## config.mk

```make
export PLATFORM = sky130hd
export DESIGN_NAME = lcev_line_channel_event_status
export DESIGN_NICKNAME = d
export VERILOG_FILES = /design/src/lcev_pkg.sv /design/src/lcev_chg_if.sv /design/src/lcev_line_channel_event_status.sv /design/src/lcev_change_det.sv
export VERILOG_INCLUDE_DIRS = /design/src
export SDC_FILE = /design/constraint.sdc
export NUM_CORES = 1
export LEC_CHECK = 0
export BUFFER_PORTS_ARGS = -buffer_cell sky130_fd_sc_hd__buf_2
export CORE_ASPECT_RATIO = 1.25
export CORE_UTILIZATION = 35
export CTS_CLUSTER_SIZE = 14
export DETAILED_ROUTE_END_ITERATION = 6
export HOLD_SLACK_MARGIN = 0.05
export SLEW_MARGIN = 40
export SYNTH_ARGS = -nofsm -noshare
export SYNTH_HDL_FRONTEND = slang
export SYNTH_SLANG_ARGS = --single-unit
```

## constraint.sdc

```tcl
create_clock -name clk -period 3.5 [get_ports clk]
set_input_delay 0.35 -clock clk [delete_from_list [all_inputs] [get_ports clk]]
set_output_delay 0.35 -clock clk [all_outputs]
set_load 0.02 [all_outputs]
```

## src/lcev_map.svh

```systemverilog
`ifndef LCEV_MAP_SVH
`define LCEV_MAP_SVH

// Register offsets on the microprocessor port
`define LCEV_ADDR_ENABLE 16'h0f04
`define LCEV_ADDR_STATUS 16'h0f05
`define LCEV_ADDR_FLAGS 16'h0f06

// Bit positions shared by status, flag and enable registers
`define LCEV_BIT_PLOCK 0
`define LCEV_BIT_LOS 1
`define LCEV_BIT_LOOP 3
`define LCEV_BIT_FIFO 5
`define LCEV_BIT_DRVMON 6

// Bits that carry a function; 7, 4 and 2 read as zero
`define LCEV_USED_MASK 8'h6b

// Reset values
`define LCEV_RST_ENABLE 8'h00
`define LCEV_RST_FLAGS 8'h00
`define LCEV_RST_RDATA 8'h00
`define LCEV_RST_IRQ 1'b0

`endif

```

## src/lcev_pkg.sv

```systemverilog
`default_nettype none

package lcev_pkg;
   typedef logic [15:0] lcev_addr_t;
   typedef logic [7:0] lcev_byte_t;
   // Which register an access selects
   typedef enum {
      LCEV_SEL_NONE,
      LCEV_SEL_ENABLE,
      LCEV_SEL_STATUS,
      LCEV_SEL_FLAGS
   } lcev_sel_t;
endpackage

`default_nettype wire

```

## src/lcev_chg_if.sv

```systemverilog
`default_nettype none

// Condition levels in, change pulses out
interface lcev_chg_if #(parameter int WIDTH = 8);
   logic [WIDTH-1:0] status;
   logic [WIDTH-1:0] change;
   modport det (input status, output change);
   modport user (output status, input change);
endinterface

`default_nettype wire

```

## src/lcev_line_channel_event_status.sv

```systemverilog
// Added by the designer: the plain strobed port.
`default_nettype none
`include "lcev_map.svh"

// How it works
// - Status bit 0 reads 1 while pattern lock is declared, else 0.
// - With enable bit 0 set, each pattern-lock transition raises an interrupt.
// - Enable, status and flag registers work only in single-rail mode.
// - Flag bit 6 sets when driver-monitor status changed since last read.
// - Flag bit 5 sets when FIFO-limit status changed since last read.
// - Flag bit 3 sets when loop-code status changed since last read.
// - Flags clear on read, clear by write of ones, reset to zero.
// - Flag bit 7 reads zero; bits 4 and 2 carry nothing.
// - Flag bit 0 sets when pattern-lock status changed since last read.
// - Flag bit 1 sets when loss-of-signal status changed since last read.
module lcev_line_channel_event_status (
   // Clock and reset
   input wire logic clk,
   input wire logic rst,
   // Register port
   input wire lcev_pkg::lcev_addr_t addr,
   input wire lcev_pkg::lcev_byte_t wdata,
   input wire logic wr,
   input wire logic rd,
   output lcev_pkg::lcev_byte_t rdata,
   // Line interface conditions, same clock domain
   input wire logic single_rail_mode,
   input wire logic pattern_lock_status,
   input wire logic loss_of_signal_status,
   input wire logic loop_code_detect_status,
   input wire logic fifo_limit_status,
   input wire logic driver_monitor_status,
   // Interrupt request
   output logic irq
);

   lcev_pkg::lcev_byte_t enable_reg;
   lcev_pkg::lcev_byte_t flags_reg;
   lcev_pkg::lcev_byte_t flags_next;
   lcev_pkg::lcev_byte_t rdata_reg;
   lcev_pkg::lcev_byte_t rdata_next;
   lcev_pkg::lcev_byte_t status_vec;
   lcev_pkg::lcev_byte_t set_vec;
   lcev_pkg::lcev_byte_t clr_vec;
   logic irq_reg;
   lcev_pkg::lcev_sel_t sel;

   lcev_chg_if #(.WIDTH(8)) chg ();

   // Map an address onto a register
   function automatic lcev_pkg::lcev_sel_t decode(input lcev_pkg::lcev_addr_t a);
      lcev_pkg::lcev_sel_t s;
      s = lcev_pkg::LCEV_SEL_NONE;
      case (a)
         `LCEV_ADDR_ENABLE: begin
            s = lcev_pkg::LCEV_SEL_ENABLE;
         end
         `LCEV_ADDR_STATUS: begin
            s = lcev_pkg::LCEV_SEL_STATUS;
         end
         `LCEV_ADDR_FLAGS: begin
            s = lcev_pkg::LCEV_SEL_FLAGS;
         end
         default: begin
            s = lcev_pkg::LCEV_SEL_NONE;
         end
      endcase
      return s;
   endfunction

   assign sel = decode(addr);

   // Gather condition levels at their register positions
   always_comb begin
      status_vec = 8'h00;
      status_vec[`LCEV_BIT_PLOCK] = pattern_lock_status;
      status_vec[`LCEV_BIT_LOS] = loss_of_signal_status;
      status_vec[`LCEV_BIT_LOOP] = loop_code_detect_status;
      status_vec[`LCEV_BIT_FIFO] = fifo_limit_status;
      status_vec[`LCEV_BIT_DRVMON] = driver_monitor_status;
   end

   assign chg.status = status_vec;

   lcev_change_det #(
      .WIDTH(8)
   ) u_change_det (
      .clk(clk),
      .rst(rst),
      .chg(chg)
   );

   // Transitions only count in single-rail mode; unused bits never set
   assign set_vec = single_rail_mode ? (chg.change & `LCEV_USED_MASK) : 8'h00;

   // Read clears all flags, a write clears the bits written as one
   always_comb begin
      clr_vec = 8'h00;
      if (single_rail_mode && sel == lcev_pkg::LCEV_SEL_FLAGS) begin
         if (rd) begin
            clr_vec = 8'hff;
         end else if (wr) begin
            clr_vec = wdata;
         end
      end
   end

   // A change in the clearing cycle survives: set beats clear
   assign flags_next = ((flags_reg & ~clr_vec) | set_vec)
                       & `LCEV_USED_MASK;

   // Sticky change flags
   always_ff @(posedge clk) begin
      if (rst) begin
         flags_reg <= `LCEV_RST_FLAGS;
      end else begin
         flags_reg <= flags_next;
      end
   end

   // Enable register; writes ignored outside single-rail mode
   always_ff @(posedge clk) begin
      if (rst) begin
         enable_reg <= `LCEV_RST_ENABLE;
      end else if (wr && single_rail_mode && sel == lcev_pkg::LCEV_SEL_ENABLE) begin
         enable_reg <= wdata & `LCEV_USED_MASK;
      end
   end

   // Read mux; data shows only the cycle after the strobe
   always_comb begin
      rdata_next = 8'h00;
      if (rd && single_rail_mode) begin
         case (sel)
            lcev_pkg::LCEV_SEL_ENABLE: begin
               rdata_next = enable_reg;
            end
            lcev_pkg::LCEV_SEL_STATUS: begin
               rdata_next = status_vec;
            end
            lcev_pkg::LCEV_SEL_FLAGS: begin
               rdata_next = flags_reg;
            end
            default: begin
               rdata_next = 8'h00;
            end
         endcase
      end
   end

   always_ff @(posedge clk) begin
      if (rst) begin
         rdata_reg <= `LCEV_RST_RDATA;
      end else begin
         rdata_reg <= rdata_next;
      end
   end

   // Interrupt follows enabled flags one cycle later; quiet outside single-rail
   always_ff @(posedge clk) begin
      if (rst) begin
         irq_reg <= `LCEV_RST_IRQ;
      end else begin
         irq_reg <= single_rail_mode && ((flags_reg & enable_reg) != 8'h00);
      end
   end

   assign rdata = rdata_reg;
   assign irq = irq_reg;
endmodule

`default_nettype wire

```

## src/lcev_change_det.sv

```systemverilog
`default_nettype none

module lcev_change_det #(
   parameter int WIDTH = 8
) (
   // Clock and reset
   input wire logic clk,
   input wire logic rst,
   // Levels and their transitions
   lcev_chg_if.det chg
);

   logic [WIDTH-1:0] prev_reg;

   // Remember last cycle's levels
   always_ff @(posedge clk) begin
      if (rst) begin
         prev_reg <= '0;
      end else begin
         prev_reg <= chg.status;
      end
   end

   // Either direction of a transition counts as a change
   assign chg.change = chg.status ^ prev_reg;

endmodule

`default_nettype wire

```

==> qor.csv <==
stage,metric,value,unit
status,status,completed,
clocking,clkLatencyLatePin,0.30,ns
floorplan,io_pins,43,
synthesis,synth_most_common_cell,dfxtp_1,
synthesis,synth_top_family_by_area,simple AND/OR/NAND/NOR gates,
worst_setup_path,cp_num_buf_inv,1,
synthesis,synth-simple-area-share,29.7,%
synthesis,avgSynthCellArea,9.00,um2
worst_setup_path,start_kind,input pin,
synthesis,yosys_warnings,0,
floorplan,num_rows,21,
route,dr.pass1.iters,5,
route,drtIter0Drc,41,
place,dp_slack,1.48,ns
cells_and_area,syn_to_final_growth,21.0,%
sta,slew_violations,0,
floorplan,coreArea,2730,um2
sta,fmaxAchievable,0.588,GHz
worst_setup_path,critical-path-top-delay-family,simple AND/OR/NAND/NOR gates,
sta,rsz0062_at_grt,no,
synthesis,synthAdderAreaFrac,0,%
cells_and_area,final_layout_size_suffix_gt1_share,31.3,%
min_path,min_path_type,in2reg,
synthesis,synth-compound-area-share,21.3,%
synthesis,synthMuxAreaShare,0,%
flow_run,cap_violations,0,
synthesis,synthXorXnorAreaFrac,4.23,%
cells_and_area,diodes,0,
synthesis,yosysTopAreaCell,dfxtp_1,
worst_setup_path,endpoint_kind,register,
global_route,grt_pass1_vias,968,
synthesis,synth_ff_type,dfxtp_1,
clocking,clock-sinks,21,
sta,layout_setup_ws,1.80,ns
global_route,grt_max_degree,18,
synthesis,ys_ff_latch,21,
route,route.detailed.drc,0,
route,routed_wirelength,2280,um
sta,slew_headroom,62.2,%
clocking,cts_buffer_depth,2,
synthesis,netlist_area,1030,um2
place,globalplace.congestion,0.866,
clocking,ctsResizeCount,0,
synthesis,synth_area_leaders,"dfxtp_1 41%, a21oi_1 6.8%, nand2_1 5.4%",
synthesis,async_reset_ff_share,0,%
synthesis,synth_cells,115,
floorplan,fp.dieH,62.8,um
worst_setup_path,critPathSlowestCell,or4b_4,
sta,hold_viol,0,
worst_setup_path,cp_cell_sequence,buf_2 > or4b_4 > nor4_4 > nand4_1 > a21oi_1,
synthesis,synthDistinctLibCells,24,
route,drt-wirelength-per-cell,12.4,um
sta,skew,0.00609,ns
clocking,postCtsSetupBuffers,0,
cells_and_area,nets,185,
route,viasPerCell,5.51,
clocking,cts_made_buffers,3,
sta,setup_viol,0,
route,vias,1013,
synthesis,yosysSeqAreaShare,40.6,%
pwr,leakagePower,0.528,nW
clocking,clockRootBuffer,clkbuf_4,
pwr,power_density,342,nW/um2
clocking,clk_pin_slew,0.12,ns
floorplan,die_w,50.6,um
floorplan,initial_core_util,37.9,%
clocking,cts_tree,done,
sta,fin_crit_sh,48.6,%
global_route,antenna_found_initial,0,
place,portBuffers,36,
clocking,ctsHoldBuffers,0,
worst_setup_path,crit_arrival,1.94,ns
place,dp_hpwl,1840,um
synthesis,synthTopCellsByCount,"21 x dfxtp_1, 15 x nand2_1, 14 x a21oi_1",
synthesis,synth_top_cell_area_share,40.6,%
worst_setup_path,crit_type,in2reg,
sta,final.min_clock_period,1.70,ns
route,antenna_left,0,
global_route,track_usage,15.7,%
pwr,max-vdd-ir-drop,0.140,mV
sta,final.setup.tns,0,ns
clocking,htreeDepth,1,
global_route,grt_pass1_wl,3820,um
sta,worstMarginPinSlew,0.562,ns
synthesis,synth_edf_count,0,
global_route,overflow,0,
worst_setup_path,crit_path_max_incr_delay,0.59,ns
worst_setup_path,worstPathMaxFanout,10,
worst_setup_path,required,3.74,ns
floorplan,dieArea,3180,um2
final cells by class:
type	count	area (um2)
Fill cell	295	1480
Clock buffer	4	26.3
Tap cell	34	42.5
Multi-Input combinational cell	89	583
Timing Repair Buffer	36	180
Sequential cell	21	420
metrics by stage:
stage | hold WS [ns] | power, mW | instances | utilization (%) | area, um2
2_1_floorplan | 0.422 | 0.291 | 117 | - | 1040
4_1_cts | 0.295 | 0.431 | 184 | 45.8 | 1250
6_report | 0.290 | 0.428 | 184 | 45.8 | 1250
3_3_place_gp | 0.488 | 0.315 | 180 | 44.9 | 1230
3_5_place_dp | 0.489 | 0.317 | 180 | 44.9 | 1230
5_1_grt | 0.295 | 0.452 | 184 | 45.8 | 1250
worst paths after layout:
path / depth (start not counted) / endpoint / slack, ns / startpoint
max reg2reg: 2 / irq / 2.61 / flags_reg[5]
min reg2reg: 2 / flags_reg[1] / 0.50 / flags_reg[1]
min: 2 / u_change_det.prev_reg[6] / 0.29 / driver_monitor_status
max: 5 / enable_reg[6] / 1.80 / addr[15]
worst register-to-register path, stage by stage, from the launching register on:
cell and delay, ns:
dfxtp_1 0.34, a222oi_1 0.32, a21oi_1 0.11
cell usage in the layout (no fill, tap or decap):
cell | netlist | layout
a21o_1 | 5 | 5
a21oi_1 | 14 | 14
a222oi_1 | 4 | 4
a22oi_1 | 3 | 3
buf_2 | 1 | 36
clkbuf_1 | 3 | 1
clkbuf_4 | 0 | 3
conb_1 | 1 | 3
dfxtp_1 | 21 | 21
nand2_1 | 15 | 15
nand2b_1 | 1 | 1
nand3_1 | 1 | 1
nand4_1 | 5 | 5
nand4b_1 | 3 | 3
nor2_1 | 6 | 6
nor2b_1 | 5 | 5
nor4_2 | 1 | 1
nor4_4 | 2 | 2
o21ai_1 | 10 | 10
or4_4 | 3 | 3
or4b_4 | 1 | 1
or4bb_1 | 1 | 1
or4bb_4 | 1 | 1
xor2_1 | 5 | 5
layer usage:
| layer | GRT usage, % | part of all wire [%] |
|---|---|---|
| met1 | 16.2 | 39 |
| met3 | 1.46 | 4.7 |
| met2 | 29.2 | 53 |
| met5 | 0 | 0 |
| met4 | 9.72 | 3.2 |
cell families (layout without fill, tap and decap cells):
family	after synthesis	in the layout
other	1	3
flip-flops	21	21
AO/OA/AOI/OAI	36	36
AND/OR/NAND/NOR	45	45
XOR/XNOR	5	5
buffers and inverters	7	40
report_power, final:
group | internal, mW | switching (mW)
Sequential | 0.247 | 0.00468
Combinational | 0.0265 | 0.0333
Clock | 0.0444 | 0.0725
Note: power is estimated with default switching activity, not from simulation.
